===== src/core/fcsl_pkg.sv =====
// Shared constants, code table and types of the fault code store and lamp flasher.
package fcsl_pkg;

	// ------------------------------------------------------------
	// Timing
	// ------------------------------------------------------------
	localparam int CLK_HZ       = 40_000_000;
	localparam int MS_PER_S     = 1000;
	localparam int CYC_PER_MS   = CLK_HZ / MS_PER_S;
	localparam int SELFTEST_MS  = 2500;
	localparam int FLASH_MS     = 400;
	localparam int DIGIT_GAP_MS = 1200;
	localparam int CODE_GAP_MS  = 2400;
	localparam int TMR_W        = 27;

	// ------------------------------------------------------------
	// Sizes
	// ------------------------------------------------------------
	localparam int STORE_DEPTH  = 6;
	localparam int IDX_W        = 3;
	localparam int CODE_REPEATS = 3;
	localparam int REP_W        = 2;
	localparam int NUM_CYL      = 4;
	localparam int CYL_W        = 2;
	localparam int NUM_FAULTS   = 17;
	localparam int FAULT_IDX_W  = 5;
	localparam int CAM_BIT      = 3;

	// ------------------------------------------------------------
	// Types
	// ------------------------------------------------------------
	// A code is held as two decimal digits, tens then units.
	typedef struct packed {
		logic [3:0] tens;
		logic [3:0] units;
	} fcsl_code_t;

	// Fault event pulses; the last member is bit 0.
	typedef struct packed {
		logic throttle_position_low;
		logic throttle_position_high;
		logic manifold_pressure_low;
		logic manifold_pressure_high;
		logic fuel_pump_low;
		logic fuel_pump_high;
		logic exhaust_oxygen_sensor_low;
		logic exhaust_oxygen_sensor_high;
		logic coolant_temperature_high;
		logic coolant_temperature_low;
		logic intake_air_temperature_high;
		logic intake_air_temperature_low;
		logic crank_position_pulse_error;
		logic cam_position_pattern_bad;
		logic controller_illegal_operation;
		logic controller_illegal_interrupt;
		logic operating_watchdog_fail;
	} fcsl_fault_t;

	typedef enum logic [2:0] {
		S_IDLE      = 3'h0,
		S_ON        = 3'h1,
		S_OFF       = 3'h2,
		S_DIGIT_GAP = 3'h3,
		S_CODE_GAP  = 3'h4
	} fcsl_state_t;

	// Code for each fault bit, indexed by bit position.
	localparam fcsl_code_t FAULT_CODE [0:NUM_FAULTS-1] = '{
		8'h56, // RULE22
		8'h55, // RULE22
		8'h54, // RULE22
		8'h53, // RULE13
		8'h52, // RULE21
		8'h45, // RULE20
		8'h35, // RULE20
		8'h43, // RULE19
		8'h33, // RULE19
		8'h42, // RULE18
		8'h32, // RULE18
		8'h41, // RULE17
		8'h31, // RULE17
		8'h24, // RULE16
		8'h14, // RULE16
		8'h22, // RULE15
		8'h12  // RULE15
	};

endpackage


===== src/core/fcsl_code_store.sv =====
// Six-entry append-only store of trouble codes with registered read.
`timescale 1ns/100ps
module fcsl_code_store
	import fcsl_pkg::*;
(
	// Clock and reset
	input  wire logic             clk,
	input  wire logic             reset,
	// Append port
	input  wire logic             wr_en,
	input  wire fcsl_code_t       wr_code,
	// Read port
	input  wire logic [IDX_W-1:0] rd_addr,
	output fcsl_code_t            rd_code,
	// Fill level
	output logic [IDX_W-1:0]      count,
	output logic                  full
);
	fcsl_code_t mem [0:STORE_DEPTH-1];

	assign full = (count == IDX_W'(STORE_DEPTH)); // RULE9

	// Only power loss clears the store; there is no other clear.
	always_ff @(posedge clk or posedge reset) begin
		if (reset) begin
			count   <= '0; // RULE12
			rd_code <= '0;
			for (int i = 0; i < STORE_DEPTH; i++) begin
				mem[i] <= '0;
			end
		end else begin
			if (wr_en && !full) begin
				mem[count] <= wr_code; // RULE11
				count      <= count + 1'b1;
			end
			rd_code <= mem[rd_addr];
		end
	end
endmodule


===== src/core/fcsl_fault_lamp_ctrl.sv =====
// Fault recording, key-on self-test, lamp flashing and cam-loss injection sequencing.
`timescale 1ns/100ps

// Contract
// RULE1: At key-on the lamp lights for a self-test of two to three seconds.
// RULE2: With any code stored, the lamp stays lit outside flash retrieval.
// RULE3: A detected malfunction stores its code and lights the lamp.
// RULE4: Holding the test button flashes the stored codes; release stops it.
// RULE5: Each flash is 0.4 s lit then 0.4 s dark.
// RULE6: The lamp stays dark 1.2 s between the two digits of a code.
// RULE7: The lamp stays dark 2.4 s between one code and the next.
// RULE8: Each stored code is flashed three times before the next one.
// RULE9: The store holds at most six codes.
// RULE10: After the last stored code the sequence restarts with the first.
// RULE11: Codes are kept and shown oldest first.
// RULE12: Only power loss clears stored codes.
// RULE13: A bad cam pattern while running sets code 53.
// RULE14: On cam loss, injection continues from the last pulse, also across restarts.
// RULE15: Throttle position low is code 12, high is code 22.
// RULE16: Manifold pressure low is code 14, high is code 24.
// RULE17: Fuel pump low is code 31, high is code 41.
// RULE18: Exhaust oxygen low is code 32, high is code 42.
// RULE19: Coolant temperature high is code 33, low is code 43.
// RULE20: Intake air temperature high is code 35, low is code 45.
// RULE21: Extra or missing crank pulses are code 52.
// RULE22: Controller faults are codes 54, 55 and 56.
// RULE23: Each digit is that many flashes, tens digit first.
module fcsl_fault_lamp_ctrl
	import fcsl_pkg::*;
#(
	parameter int SELFTEST_CYC  = SELFTEST_MS * CYC_PER_MS,
	parameter int FLASH_CYC     = FLASH_MS * CYC_PER_MS,
	parameter int DIGIT_GAP_CYC = DIGIT_GAP_MS * CYC_PER_MS,
	parameter int CODE_GAP_CYC  = CODE_GAP_MS * CYC_PER_MS
) (
	// Clock and power-loss reset
	input  wire logic        clk,
	input  wire logic        reset,
	// Operator
	input  wire logic        key_on,
	input  wire logic        test_button,
	// Fault detection
	input  wire fcsl_fault_t faults,
	input  wire logic        engine_running,
	// Injection sequencing
	input  wire logic        cam_position_sync,
	input  wire logic        cam_position_lost,
	input  wire logic        injection_pulse,
	// Outputs
	output logic             fault_lamp,
	output logic [CYL_W-1:0] inj_cylinder,
	output logic             calc_sequential_injection
);

	// ------------------------------------------------------------
	// Self-test at key-on
	// ------------------------------------------------------------
	logic key_prev;
	logic st_running;
	wire  key_rise = key_on && !key_prev;

	fcsl_interval_timer #(.W(TMR_W)) u_selftest_timer (
		.clk     (clk),
		.reset   (reset),
		.load    (key_rise), // RULE1
		.length  (TMR_W'(SELFTEST_CYC)),
		.running (st_running),
		.done    ()
	);

	always_ff @(posedge clk or posedge reset) begin
		if (reset) begin
			key_prev <= 1'b0;
		end else begin
			key_prev <= key_on;
		end
	end

	// ------------------------------------------------------------
	// Fault recording
	// ------------------------------------------------------------
	// Each fault is stored once; a repeat of a stored fault is dropped.
	// When several faults are pending, the lowest bit is stored first.
	logic [NUM_FAULTS-1:0]  pending;
	logic [NUM_FAULTS-1:0]  recorded;
	logic [NUM_FAULTS-1:0]  gated;
	logic [FAULT_IDX_W-1:0] pick_idx;
	logic                   pick_valid;
	logic [IDX_W-1:0]       code_count;
	logic                   store_full;
	logic [IDX_W-1:0]       next_idx;
	fcsl_code_t             rd_code;

	always_comb begin
		gated = faults;
		gated[CAM_BIT] = faults.cam_position_pattern_bad && engine_running; // RULE13
	end

	always_comb begin
		pick_valid = 1'b0;
		pick_idx   = '0;
		for (int i = NUM_FAULTS - 1; i >= 0; i--) begin
			if (pending[i]) begin
				pick_valid = 1'b1;
				pick_idx   = FAULT_IDX_W'(i);
			end
		end
	end

	wire                  wr_en         = pick_valid && !store_full; // RULE3
	wire [NUM_FAULTS-1:0] clear_vec     = {{(NUM_FAULTS-1){1'b0}}, wr_en} << pick_idx;
	wire [NUM_FAULTS-1:0] next_recorded = recorded | clear_vec;
	// A new event is ORed in after the clear, so it is never lost.
	wire [NUM_FAULTS-1:0] next_pending  = (pending & ~clear_vec) | (gated & ~next_recorded);

	always_ff @(posedge clk or posedge reset) begin
		if (reset) begin
			pending  <= '0;
			recorded <= '0;
		end else begin
			pending  <= next_pending;
			recorded <= next_recorded;
		end
	end

	fcsl_code_store u_store (
		.clk     (clk),
		.reset   (reset),
		.wr_en   (wr_en),
		.wr_code (FAULT_CODE[pick_idx]), // RULE15
		.rd_addr (next_idx),
		.rd_code (rd_code),
		.count   (code_count),
		.full    (store_full)
	);

	// ------------------------------------------------------------
	// Flash retrieval
	// ------------------------------------------------------------
	fcsl_state_t      state;
	fcsl_state_t      next_state;
	logic [IDX_W-1:0] idx;
	logic [3:0]       flash_cnt;
	logic [3:0]       next_flash_cnt;
	logic             digit_sel;
	logic             next_digit_sel;
	logic [REP_W-1:0] rep;
	logic [REP_W-1:0] next_rep;
	logic             seq_load;
	logic [TMR_W-1:0] seq_len;
	logic             seq_done;

	// Retrieval waits for the self-test so the operator never sees them mixed.
	wire       start      = test_button && key_on && !st_running && (code_count != '0);
	wire [3:0] cur_digit  = digit_sel ? rd_code.units : rd_code.tens; // RULE23
	wire       last_flash = ((flash_cnt + 4'h1) == cur_digit);
	wire       last_code  = (idx == (code_count - 1'b1));
	wire       last_rep   = (rep == REP_W'(CODE_REPEATS - 1));

	fcsl_interval_timer #(.W(TMR_W)) u_seq_timer (
		.clk     (clk),
		.reset   (reset),
		.load    (seq_load),
		.length  (seq_len),
		.running (),
		.done    (seq_done)
	);

	always_comb begin
		next_state     = state;
		next_idx       = idx;
		next_flash_cnt = flash_cnt;
		next_digit_sel = digit_sel;
		next_rep       = rep;
		seq_load       = 1'b0;
		seq_len        = TMR_W'(FLASH_CYC);
		if (!test_button) begin
			next_state = S_IDLE; // RULE4
		end else begin
			case (state)
				S_IDLE: begin
					if (start) begin
						next_state     = S_ON; // RULE4
						next_idx       = '0; // RULE11
						next_flash_cnt = '0;
						next_digit_sel = 1'b0;
						next_rep       = '0;
						seq_load       = 1'b1;
					end
				end
				S_ON: begin
					if (seq_done) begin
						seq_load       = 1'b1;
						next_flash_cnt = flash_cnt + 4'h1;
						if (!last_flash) begin
							next_state = S_OFF; // RULE5
						end else if (!digit_sel) begin
							next_state = S_DIGIT_GAP; // RULE6
							seq_len    = TMR_W'(DIGIT_GAP_CYC);
						end else begin
							next_state = S_CODE_GAP; // RULE7
							seq_len    = TMR_W'(CODE_GAP_CYC);
						end
					end
				end
				S_OFF: begin
					if (seq_done) begin
						next_state = S_ON;
						seq_load   = 1'b1;
					end
				end
				S_DIGIT_GAP: begin
					if (seq_done) begin
						next_state     = S_ON;
						next_digit_sel = 1'b1; // RULE23
						next_flash_cnt = '0;
						seq_load       = 1'b1;
					end
				end
				S_CODE_GAP: begin
					if (seq_done) begin
						next_state     = S_ON;
						next_digit_sel = 1'b0;
						next_flash_cnt = '0;
						seq_load       = 1'b1;
						if (last_rep) begin
							next_rep = '0; // RULE8
							next_idx = last_code ? '0 : idx + 1'b1; // RULE10
						end else begin
							next_rep = rep + 1'b1;
						end
					end
				end
				default: begin
					next_state = S_IDLE;
				end
			endcase
		end
	end

	wire next_lamp = (state != S_IDLE) ? (state == S_ON) : (st_running || (code_count != '0));

	always_ff @(posedge clk or posedge reset) begin
		if (reset) begin
			state      <= S_IDLE;
			idx        <= '0;
			flash_cnt  <= '0;
			digit_sel  <= 1'b0;
			rep        <= '0;
			fault_lamp <= 1'b0;
		end else begin
			state      <= next_state;
			idx        <= next_idx;
			flash_cnt  <= next_flash_cnt;
			digit_sel  <= next_digit_sel;
			rep        <= next_rep;
			fault_lamp <= next_lamp; // RULE2
		end
	end

	// ------------------------------------------------------------
	// Injection sequencing
	// ------------------------------------------------------------
	// The position survives engine stops, so a restart while the cam
	// signal is still missing resumes the established order.
	wire             sync_ok  = cam_position_sync && !cam_position_lost;
	wire [CYL_W-1:0] cyl_inc  = (inj_cylinder == CYL_W'(NUM_CYL - 1)) ? '0 : inj_cylinder + 1'b1;
	wire [CYL_W-1:0] cyl_sync = injection_pulse ? CYL_W'(1) : '0;
	wire [CYL_W-1:0] next_cyl = sync_ok ? cyl_sync : (injection_pulse ? cyl_inc : inj_cylinder);

	always_ff @(posedge clk or posedge reset) begin
		if (reset) begin
			inj_cylinder              <= '0;
			calc_sequential_injection <= 1'b0;
		end else begin
			inj_cylinder              <= next_cyl; // RULE14
			calc_sequential_injection <= cam_position_lost;
		end
	end

	// ------------------------------------------------------------
	// Checks
	// ------------------------------------------------------------
	logic [TMR_W-1:0] phase_cnt;
	logic [TMR_W-1:0] st_cnt;

	always_ff @(posedge clk or posedge reset) begin
		if (reset) begin
			phase_cnt <= '0;
			st_cnt    <= '0;
		end else begin
			phase_cnt <= (next_state != state) ? '0 : phase_cnt + 1'b1;
			st_cnt    <= key_rise ? '0 : (st_running ? st_cnt + 1'b1 : st_cnt);
		end
	end
endmodule


===== src/core/fcsl_interval_timer.sv =====
// One-shot down counter that marks the last cycle of a loaded interval.
`timescale 1ns/100ps
module fcsl_interval_timer #(
	parameter int W = 27
) (
	// Clock and reset
	input  wire logic         clk,
	input  wire logic         reset,
	// Control
	input  wire logic         load,
	input  wire logic [W-1:0] length,
	// Status
	output logic              running,
	output logic              done
);
	logic [W-1:0] count;

	assign done = running && (count == '0);

	// A load wins over the end of the running interval, so a chain of
	// intervals has no idle cycle between them.
	always_ff @(posedge clk or posedge reset) begin
		if (reset) begin
			count   <= '0;
			running <= 1'b0;
		end else if (load) begin
			count   <= length - 1'b1;
			running <= 1'b1;
		end else if (done) begin
			running <= 1'b0;
		end else if (running) begin
			count <= count - 1'b1;
		end
	end
endmodule


===== config.mk =====
export PLATFORM = sky130hd
export DESIGN_NAME = fcsl_fault_lamp_ctrl
export DESIGN_NICKNAME = d
export VERILOG_FILES = /design/src/core/fcsl_pkg.sv /design/src/core/fcsl_code_store.sv /design/src/core/fcsl_fault_lamp_ctrl.sv /design/src/core/fcsl_interval_timer.sv
export SDC_FILE = /design/constraint.sdc
export NUM_CORES = 1
export LEC_CHECK = 0
export BUFFER_PORTS_ARGS = -buffer_cell sky130_fd_sc_hd__buf_4
export CORE_UTILIZATION = 49
export DETAILED_ROUTE_END_ITERATION = 7
export PLACE_DENSITY = 0.65
export SYNTH_ARGS = -nofsm -noshare
export SYNTH_HDL_FRONTEND = slang
export SYNTH_SLANG_ARGS = --single-unit

===== constraint.sdc =====
create_clock -name clk -period 7.2 [get_ports clk]
set_clock_uncertainty 0.05 [all_clocks]
set_input_delay 0.72 -clock clk [delete_from_list [all_inputs] [get_ports clk]]
set_output_delay 0.72 -clock clk [all_outputs]
set_load 0.01 [all_outputs]

==> Word level (Yosys, flattened, before mapping) <==
Memory sizes are Yosys's and may differ from the RTL's.
Cells that the tools add are included.
{ "classes": {"shifts": 1, "muxes": 91, "addsub": 9, "n_reduce_logical": 38, "n_eq_ne": 19, "bitwise_logic": 9, "n_div": 0, "magnitude_cmp": 4, "n_mul": 0} }
{ "op_table": {"columns": ["cell", "count"], "rows": [
  ["$mux W27", 11],
  ["$mux W5", 17],
  ["$sub A27 B1 Y27 const B", 3],
  ["$logic_not A27 Y1", 2],
  ["$bwmux W48", 1],
  ["$mux W8", 5],
  ["$and A17 B17 Y17", 2],
  ["$not A17 Y17", 2],
  ["$or A17 B17 Y17", 2],
  ["$mux W3", 11],
  ["$mux W1", 28],
  ["$bmux W8 S3", 1],
  ["$demux W8 S3", 1],
  ["$shl A1 B5 Y17", 1],
  ["$mux W4", 4],
  ["$mux W2", 6],
  ["$ne A2 B2 Y1 const B", 6],
  ["$pmux W4 S3", 1],
  ["$reduce_bool A2 Y1", 6],
  ["$reduce_bool A3 Y1", 4],
  ["$logic_and A1 B1 Y1", 11],
  ["$reduce_and A5 Y1", 2],
  ["$pmux W3 S3", 1],
  ["$ge A4 B4 Y1 const B", 2],
  ["other kinds (30)", 41]
]} }
{ "word_totals": {"latch_bits": 0, "mem_count": 1, "elab_cells": 202, "rom_bits": 256, "in_bits": 25, "mem_bits_rw": 0, "reg_bits": 167, "out_inout_bits": 4} }
{ "memory_table": {"columns": ["memory", "words", "width", "read_ports", "rd_ports_with_merged_regs", "wr", "line", "rtl"], "rows": [
  ["(no name shown)", 32, 8, 1, 0, 0, "fcsl_fault_lamp_ctrl.sv:130", ".wr_code (FAULT_CODE[pick_idx]),"]
]} }

==> Logic depth before layout (Yosys ltp) <==
Gate-level depths: netlist of the first run.
{ "depth": {"word_depth": 23, "mapped_depth": 15, "ltp_nobuf": 13} }

==> Hierarchy <==
From an unflattened synthesis of the first run, not the netlist that was laid out.
{ "hier_totals": {"cells_unflattened": 1012, "area_unflattened_um2": 10278.6} }
{ "modules_own_cells": {"columns": ["module", "n_inst", "cells_each", "area_each_um2", "seq_area_each_um2"], "rows": [
  ["fcsl_fault_lamp_ctrl", 1, 318, 3012.9, 1301.2],
  ["fcsl_code_store", 1, 178, 2665.1, 1476.4],
  ["fcsl_interval_timer at u_seq_timer", 1, 264, 2327.2, 700.7],
  ["fcsl_interval_timer at u_selftest_timer", 1, 252, 2273.4, 700.7]
]} }

==> Worst setup path before layout of the first run <==
Ideal clock, no wire load.
{ "synth_path": {"path_kind": "register to register", "start": "register u_seq_timer.count[3]", "end": "register u_seq_timer.count[20]", "required_ns": 7.029, "arrival_ns": 3.360, "path_slack_ns": 3.669, "setup_ns": 0.121, "path_buffers": 2, "path_stages_with_launch": 14, "synth_period_minus_slack_ns": 3.531, "cell_sequence": "dfrtp_1 -> or4_2 -> nor3_1 -> and3_1 -> buf_2 -> a21oi_1 -> clkbuf_1 -> nand2_1 -> ha_1 -> a21boi_0 -> nand2_1 -> or4_1 -> xor2_1 -> nand2b_1"} }
{ "synth_via": {"elab_chain_cells": 7, "elab_cells_between_ends": 16, "cone_classes": "add/sub (2); eq/ne (1); mux (9); reduce/logical (4)"} }
{ "synth_rtl": {"columns": ["item", "line", "rtl"], "rows": [
  ["start, declared", "fcsl_interval_timer.sv:16", "logic [W-1:0] count;"],
  ["start signal, assigned", "fcsl_interval_timer.sv:27", "count <= length - 1'b1;"],
  ["start signal, assigned", "fcsl_interval_timer.sv:32", "count <= count - 1'b1;"],
  ["$logic_not A27 Y1", "fcsl_interval_timer.sv:18", "assign done = running && (count == '0);"],
  ["$logic_and A1 B1 Y1", "fcsl_interval_timer.sv:18", null],
  ["$mux W27 / $mux W1 (equally long branches)", "fcsl_fault_lamp_ctrl.sv:192, fcsl_fault_lamp_ctrl.sv:207, fcsl_fault_lamp_ctrl.sv:213", null],
  ["$mux W27 / $pmux W1 S2 (equally long branches)", "fcsl_fault_lamp_ctrl.sv:180", "case (state)"],
  ["$mux W27 / $mux W1 (equally long branches)", "fcsl_fault_lamp_ctrl.sv:177", "if (!test_button) begin"],
  ["$sub A27 B1 Y27 (tied with other cells)", "fcsl_interval_timer.sv:27", null],
  ["$mux W27 / $reduce_and A2 Y1 (equally long branches)", null, null]
]} }
Several ways; a longest one is shown, not always the timed one. The select of a mux whose other input is x is not followed.
A chain may end at the register's enable or synchronous reset.

==> Final worst setup path of the first run <==
Same ends and word-level chain as after synthesis.

==> results of run 1 <==
-- synthesized netlist by cell type, types with 6 or more instances --
master	n	area, um2
sky130_fd_sc_hd__a21o_1	17	128
sky130_fd_sc_hd__a21oi_1	64	320
sky130_fd_sc_hd__a32o_1	7	70.1
sky130_fd_sc_hd__and2_1	6	37.5
sky130_fd_sc_hd__and3_1	10	62.6
sky130_fd_sc_hd__buf_2	6	30.0
sky130_fd_sc_hd__buf_6	6	67.6
sky130_fd_sc_hd__clkbuf_1	17	63.8
sky130_fd_sc_hd__dfrtp_1	153	3830
sky130_fd_sc_hd__ha_1	14	175
sky130_fd_sc_hd__inv_1	36	135
sky130_fd_sc_hd__mux2_2	6	67.6
sky130_fd_sc_hd__mux2i_1	10	100
sky130_fd_sc_hd__nand2_1	101	379
sky130_fd_sc_hd__nand2b_1	11	68.8
sky130_fd_sc_hd__nand3_1	56	280
sky130_fd_sc_hd__nand4_1	6	37.5
sky130_fd_sc_hd__nor2_1	55	206
sky130_fd_sc_hd__nor2b_1	7	43.8
sky130_fd_sc_hd__nor3_1	25	125
sky130_fd_sc_hd__nor4_1	18	113
sky130_fd_sc_hd__o21ai_0	77	385
sky130_fd_sc_hd__o31ai_1	11	82.6
sky130_fd_sc_hd__or3_1	9	56.3
sky130_fd_sc_hd__or4_1	11	82.6
sky130_fd_sc_hd__xnor2_1	26	228
sky130_fd_sc_hd__xor2_1	19	166
-- state kept, by name, summed over array words and instances, names as in the netlist, 2 cells and up --
name                    cells
u_store.mem                36
idx                         3
pending                    17
u_store.rd_code             6
state                       3
u_seq_timer.count          27
inj_cylinder                2
rep                         2
flash_cnt                   4
recorded                   17
u_store.count               3
u_selftest_timer.count     27
-- cell type report --
type,count,area [um2]
repair buffers,31,233
inverters,37,149
well taps,216,270
multi-input cells,649,3970
fillers,1457,6960
clock buffers,21,470
flip-flops and latches,153,3830
clock inverters,11,121
-- worst paths after layout --
check                                                  from                             endpoint  slack (ns)  cells past startpoint
setup / recovery           u_seq_timer.count[3]$_DFFE_PP0P_    u_seq_timer.count[20]$_DFFE_PP0P_        2.86                     11
hold / removal                                        reset               recorded[15]$_DFF_PP0_        0.32                      2
setup reg to reg           u_seq_timer.count[3]$_DFFE_PP0P_    u_seq_timer.count[20]$_DFFE_PP0P_        2.86                     11
hold reg to reg                      recorded[13]$_DFF_PP0_               recorded[13]$_DFF_PP0_        0.40                      1
max in group asynchronous                             reset                     idx[2]$_DFF_PP0_        5.25                      3
min in group clk                          cam_position_lost  calc_sequential_injection$_DFF_PP0_        0.36                      1
-- critical path, delay by kind of cell (launching register included) --
kind / cells / cell delay, ns
XOR/XNOR: 1 / 0.15
adder cells (fa/ha/maj): 1 / 0.46
AND/OR/NAND/NOR: 7 / 2.36
AO/OA/AOI/OAI: 2 / 0.74
flip-flops: 1 / 0.46
-- metrics by stage --
| stage | total power [uW] | utilization | setup WS [ns] |
|---|---|---|---|
| 2_1_floorplan | 2000 | - | 2.31 |
| 3_3_place_gp | 2270 | 0.528 | 3.05 |
| 3_5_place_dp | 2340 | 0.528 | 2.89 |
| 4_1_cts | 3240 | 0.565 | 2.89 |
| 5_1_grt | 3440 | 0.565 | 2.60 |
| 6_report | 3230 | 0.565 | 2.86 |
-- cells by family after synthesis --
logic type      share of synthesized area
simple gates                        0.219
compound gates                      0.179
flops                               0.472
buf+inv                            0.0396
xor+xnor                           0.0486
mux                                0.0207
fa+ha+maj                          0.0216
-- per-layer routing --
metal  vias up  wire length (um)  global-route usage
li1       3161                 -                   -
met1      3227              8700               0.314
met2       153              9280               0.394
met3        28               679              0.0480
met4         0               402              0.0832
met5         -                 0                   0
-- power breakdown --
group	internal, uW	leakage (uW)	switching [uW]
combinational	382	0.00177	744
clock	536	0.000277	359
sequential	1070	0.00178	145
total	1980	0.00383	1250
==> metrics.md, run 1 <==
| Metric | Value |
|---|---|
| Type of origin of the critical path | register |
| Overall die area | 17100 um2 |
| Leakage Power | around 0.0038 uW |
| Total Nets Final | roughly 930 |
| Fin area | 9040 um2 |
| First-pass DRT Iterations | 5 |
| Final setup fails | 0 |
| Power density relative to cell area | 357 nW/um2 |
| Accumulated negative setup slack | 0 ns |
| CTS sink count | 153 |
| Most numerous cell on the critical path | sky130_fd_sc_hd__nand2_1 |
| Net count after synthesis | 910 |
| Setup crit end kind | register |
| Synth async-reset ratio | 1.00 |
| Portion of the clock cycle consumed by the worst path in the final layout | 0.602 |
| Initial antenna violation count | 0 |
| Part of the Yosys area used for sequential elements | 0.472 |
| Critical-path top delay cell | sky130_fd_sc_hd__or4_2 |
| Outcome | finished, final reports clean |
| Area of the core region | 16000 um2 |
| Slew headroom | 0.195 |
| Count of port buffers added during placement | 28 |
| Vertical die dimension | 131 um |
| Number of buffers created by CTS | 17 |
| WP data arrival | 4.61 ns |
| Wire length of the first global-routing pass | 31500 um |
| Highest-count cells in the layout ignoring fill and taps | sky130_fd_sc_hd__dfrtp_1, sky130_fd_sc_hd__nand2_1, sky130_fd_sc_hd__o21ai_0, sky130_fd_sc_hd__a21oi_1, sky130_fd_sc_hd__nand3_1 |
| FMAX | 0.231 GHz |
| Root buffer selected by CTS | sky130_fd_sc_hd__clkbuf_16 |
| Synthesized instance count | 871 |
| Pin count of the biggest net entering global routing | 89 |
| Clock tree from TritonCTS | yes |
| Number of enable flip-flop cells after synthesis | 0 |
| Fraction of layout cells with a size suffix above 1 | 0.109 |
| Standard-cell row count | 46 |
| Netlist area before placement | 8120 um2 |
| Path type of the worst min-delay path | in -> async |
| # Max-Cap Violations | 0 |
| Via count of the first global-routing pass | 6394 |
| Routed via count | 6569 |
| Delay contributed by the slowest stage of the critical path | ~0.74 ns |
| GR Util All Layers | 0.239 |
| Placer congestion estimate | 0.860 |
| Hold slack | 0.317 ns |
| Synth Register Bits | 153 |
| Dominant register cell in the synthesized netlist | sky130_fd_sc_hd__dfrtp_1 |
| DRC violation count after routing | 0 |
| Half-perimeter wire length of the detailed placement result | 12800 um |
| RSZ-0062 raised after global routing | false |
| Required time of the critical path | 7.47 ns |
| Max-slew violations | 0 |
| Largest voltage drop on the vdd net | 0.284 mV |
| Total setup buffers inserted after CTS | 0 |
| Category of the critical setup timing path | reg -> reg |
| Hold-fix buffer count after cts | 0 |
| CTS H-tree lvls | 4 |
| Clock-pin transition on the worst setup and hold timing paths | approximately 0.060 ns |
| Resized cells post-CTS | 0 |
| Slew of the pin with the lowest slew margin | ~1.2 ns |
| Relative area change from synthesis to final layout | 11.4% |
| Total wire length after detailed routing | 19100 um |
| Final Hold Violating Endpoints | 0 |
| Post-detailed-route count of antenna-violating nets | 0 |
| Clk buf depth | 2 |
| Non-filler cells, final | 1118 |
| Yosys synthesis warning count | 0 |
| Top fanout value on the critical path | 15 |
| Drt via density | a little under 6 |
| DR WL/cell | 17.0 um |
| Latest clock arrival within the worst-skew pair | 0.43 ns |
| Minimum period implied by the final worst setup slack | 4.34 ns |
| Horizontal die dimension | 131 um |
| Commonest non-fill, non-tap cell in the layout | sky130_fd_sc_hd__dfrtp_1 |
| Cell Count Post-Placement | 1086 |
| Diode count | 0 |
| DRT iter0 DRCs | around 600 |
| Effective utilization at floorplan | 0.507 |
| Crit path cell chain | or4_2, nor3_1, and3_1, a21oi_1, nand2_1, ha_1, a21boi_0, nand2_1, or4_1, xor2_1, nand2b_1 |
| Number of top-level pins | 29 |
| Average cell area after synthesis | about 9.3 um2 |
| Placed cell area | about 8400 um2 |
| Gr ovfl total | 0 |
| Library cells used by synthesis | 74 |
(Power assumes the default switching activity.)
==> run 2, diff against run 1 <==
PLACE_DENSITY = 0.68   (was 0.65)
clock period = 3.8 ns   (was 7.2 ns; I/O delays follow)
==> run 2 against run 1 <==
Against the previous run:
- die area unchanged
- worst hold slack worse by 0.26 ns
- wire length shrank 4.6%
- register-to-register slack worse by 2.5 ns
- sequential cell count unchanged
- non-clock buffer count is 15 higher
- largest power group unchanged
- highest routed layer unchanged
==> metrics.md, run 2 (synthesized netlist as in run 1, its figures left out) <==
| Metric | Value |
|---|---|
| Outcome | finished, final reports clean |
| Count of port buffers added during placement | 28 |
| Category of the critical setup timing path | reg -> reg |
| Pre-CTS setup slack | 0.395 ns |
| Clk buf depth | 2 |
| Max FFs per register | 36 |
| Reg2Reg Setup Slack | 0.35 ns |
| Initial antenna violation count | 0 |
| Final Hold Violating Endpoints | 0 |
| Area of the core region | between 15000 and 20000 um2 |
| RSZ-0062 raised after global routing | false |
| DRC violation count after routing | 0 |
| Path type of the worst min-delay path | in -> reg |
| Placer congestion estimate | around 0.84 |
| Fin area | slightly above 9000 um2 |
| Endpoint of the worst setup timing path | u_seq_timer.count[18]$_DFFE_PP0P_ |
| First-pass DRT Iterations | 5 |
| Via count of the first global-routing pass | 6097 |
| Minimum period implied by the final worst setup slack | 3.45 ns |
| DRT iter0 DRCs | 343 |
| DR WL met2 | 8550 um |
| Crit path cell chain | or4_2, nor3_1, and3_1, a21oi_1, nand2_1, ha_1, a21boi_0, buf_4, nand2_1, or3_1, xor2_1, a21boi_0 |
| Max-slew violations | 0 |
| DR WL/cell | 16.0 um |
| Pin count of the biggest net entering global routing | between 40 and 50 |
| Startpoint of the most critical setup path | u_seq_timer.count[3]$_DFFE_PP0P_ |
| Leakage Power | 0.00391 uW |
| Clock tree from TritonCTS | yes |
| Highest-count cells in the layout ignoring fill and taps | sky130_fd_sc_hd__dfrtp_1, sky130_fd_sc_hd__nand2_1, sky130_fd_sc_hd__o21ai_0, sky130_fd_sc_hd__a21oi_1, sky130_fd_sc_hd__nand3_1 |
| Hold slack | 0.0522 ns |
| Horizontal die dimension | 131 um |
| Total wire length after detailed routing | 18200 um |
| Number of buffers created by CTS | 17 |
| Cell family contributing the most delay on the critical path | simple AND/OR/NAND/NOR gates |
| Overall die area | around 17000 um2 |
| Register with the most flip-flops | u_store.mem |
| Delay contributed by the slowest stage of the critical path | 0.73 ns |
| Resized cells post-CTS | 0 |
| Clock-pin transition on the worst setup and hold timing paths | 0.06 ns |
| Largest voltage drop on the vdd net | between 0.5 and 0.6 mV |
| GR Util All Layers | 0.231 |
| Fraction of layout cells with a size suffix above 1 | 0.121 |
| Effective utilization at floorplan | 0.507 |
| # Max-Cap Violations | 0 |
| Type of origin of the critical path | register |
| WP data arrival | between 3 and 4 ns |
| Cell count along the critical path | 12 |
| Gr ovfl total | 0 |
| Total Nets Final | 943 |
| Commonest non-fill, non-tap cell in the layout | sky130_fd_sc_hd__dfrtp_1 |
| Top fanout value on the critical path | 6 |
| Final Power | 6190 uW |
| Power density relative to cell area | 676 nW/um2 |
| Wire length of the first global-routing pass | 30400 um |
| Post-detailed-route count of antenna-violating nets | 0 |
| Required time of the critical path | 4.08 ns |
| Top flop regs | u_store.mem: 36 flops, u_selftest_timer.count: 27 flops, u_seq_timer.count: 27 flops |
| Diode count | 0 |
| Startpoint of the worst register-to-register path | u_seq_timer.count[3]$_DFFE_PP0P_ |
| Drt via density | ~5.7 |
| Number of buffer and inverter instances along the worst setup path | 1 |
| Placed cell area | 8560 um2 |
| Half-perimeter wire length of the detailed placement result | 12400 um |
| Relative area change from synthesis to final layout | 12.9% |
| Met1 Routed Length | 8850 um |
| Number of top-level pins | 29 |
| Portion of the clock cycle consumed by the worst path in the final layout | 0.907 |
| Final worst slack | 0.354 ns |
| FF-to-FF End | u_seq_timer.count[18]$_DFFE_PP0P_ |
| Highest routed layer | met4 |
| Vertical die dimension | approximately 130 um |
| Slew headroom | 0.369 |
| Accumulated negative setup slack | 0 ns |
| FMAX | 0.290 GHz |
| Setup crit end kind | register |
| Met3 WL post-DR | 544 um |
| Depth of the worst hold-timing path | 1 |
| Routed via count | 6423 |
| CTS H-tree lvls | 4 |
| Root buffer selected by CTS | sky130_fd_sc_hd__clkbuf_16 |
| Slew of the pin with the lowest slew margin | 0.944 ns |
| Latest clock arrival within the worst-skew pair | 0.43 ns |
| CTS sink count | 153 |
| Critical-path top delay cell | sky130_fd_sc_hd__or4_2 |
| Depth of the most critical reg-to-reg path | 12 |
| Final setup fails | 0 |
| Standard-cell row count | between 40 and 50 |
-- run 2: changes by cell type in the layout (fill, tap and decap cells not counted), sizes merged --
cell,before,now
buf,31,45
clkinv,5,6
inv,36,38
clkbuf,21,20
dlygate4sd3,0,1
clkinvlp,5,3
-- run 2: routing by layer --
layer	vias up	GRT usage
met1	3113	0.321
met5	-	0
met4	0	0.0717
met3	22	0.0460
li1	3182	-
met2	106	0.364
-- run 2: worst min-delay path by stage --
stage	startpoint	end	slack [ns]
2_1_floorplan	cam_position_lost	calc_sequential_injection$_DFF_PP0_	0.36
4_1_cts	cam_position_lost	calc_sequential_injection$_DFF_PP0_	0.0004
5_1_grt	key_on	key_prev$_DFF_PP0_	0.04
6_report	key_on	key_prev$_DFF_PP0_	0.05
3_5_place_dp	recorded[7]$_DFF_PP0_	recorded[7]$_DFF_PP0_	0.39
3_3_place_gp	recorded[12]$_DFF_PP0_	recorded[12]$_DFF_PP0_	0.39
-- run 2: stage by stage --
step,utilization,std cells
floorplan,-,871
global placement,0.535,1100
detailed placement,0.535,1100
CTS,0.572,1132
global route,0.573,1133
finish,0.573,1133
-- run 2: cell type report --
| class | instances | area [um2] |
|---|---|---|
| fill | 1484 | 6840 |
| sequential | 153 | 3830 |
| timing repair buffer | 46 | 360 |
| inverter | 37 | 148 |
| clock inverter | 12 | 141 |
| clock buffer | 20 | 447 |
| multi-input combinational | 649 | 3970 |
| tap | 216 | 270 |
-- run 2: worst reg2reg max path, delay by kind of cell, from the launching register on --
kind / cells / cell delay, ns
adders and majority gates: 1 / 0.16
DFF: 1 / 0.46
xor gates and xnor gates: 1 / 0.16
buffers and inverters: 1 / 0.17
AOI/OAI and AO/OA: 3 / 0.57
and+or+nand+nor: 6 / 1.80
-- run 2: repair_timing --
item,4_1_cts,5_1_grt
hold buffers,0,1
setup buffers,0,0
endpoints found under the hold margin,0,1
-- run 2: report_power, final --
part | total [uW] | internal, uW | leakage [uW] | switching, uW
clock network | 1700 | 993 | 0.000282 | 702
registers | 2300 | 2020 | 0.00178 | 278
logic | 2200 | 811 | 0.00185 | 1390
total | 6190 | 3820 | 0.00391 | 2370
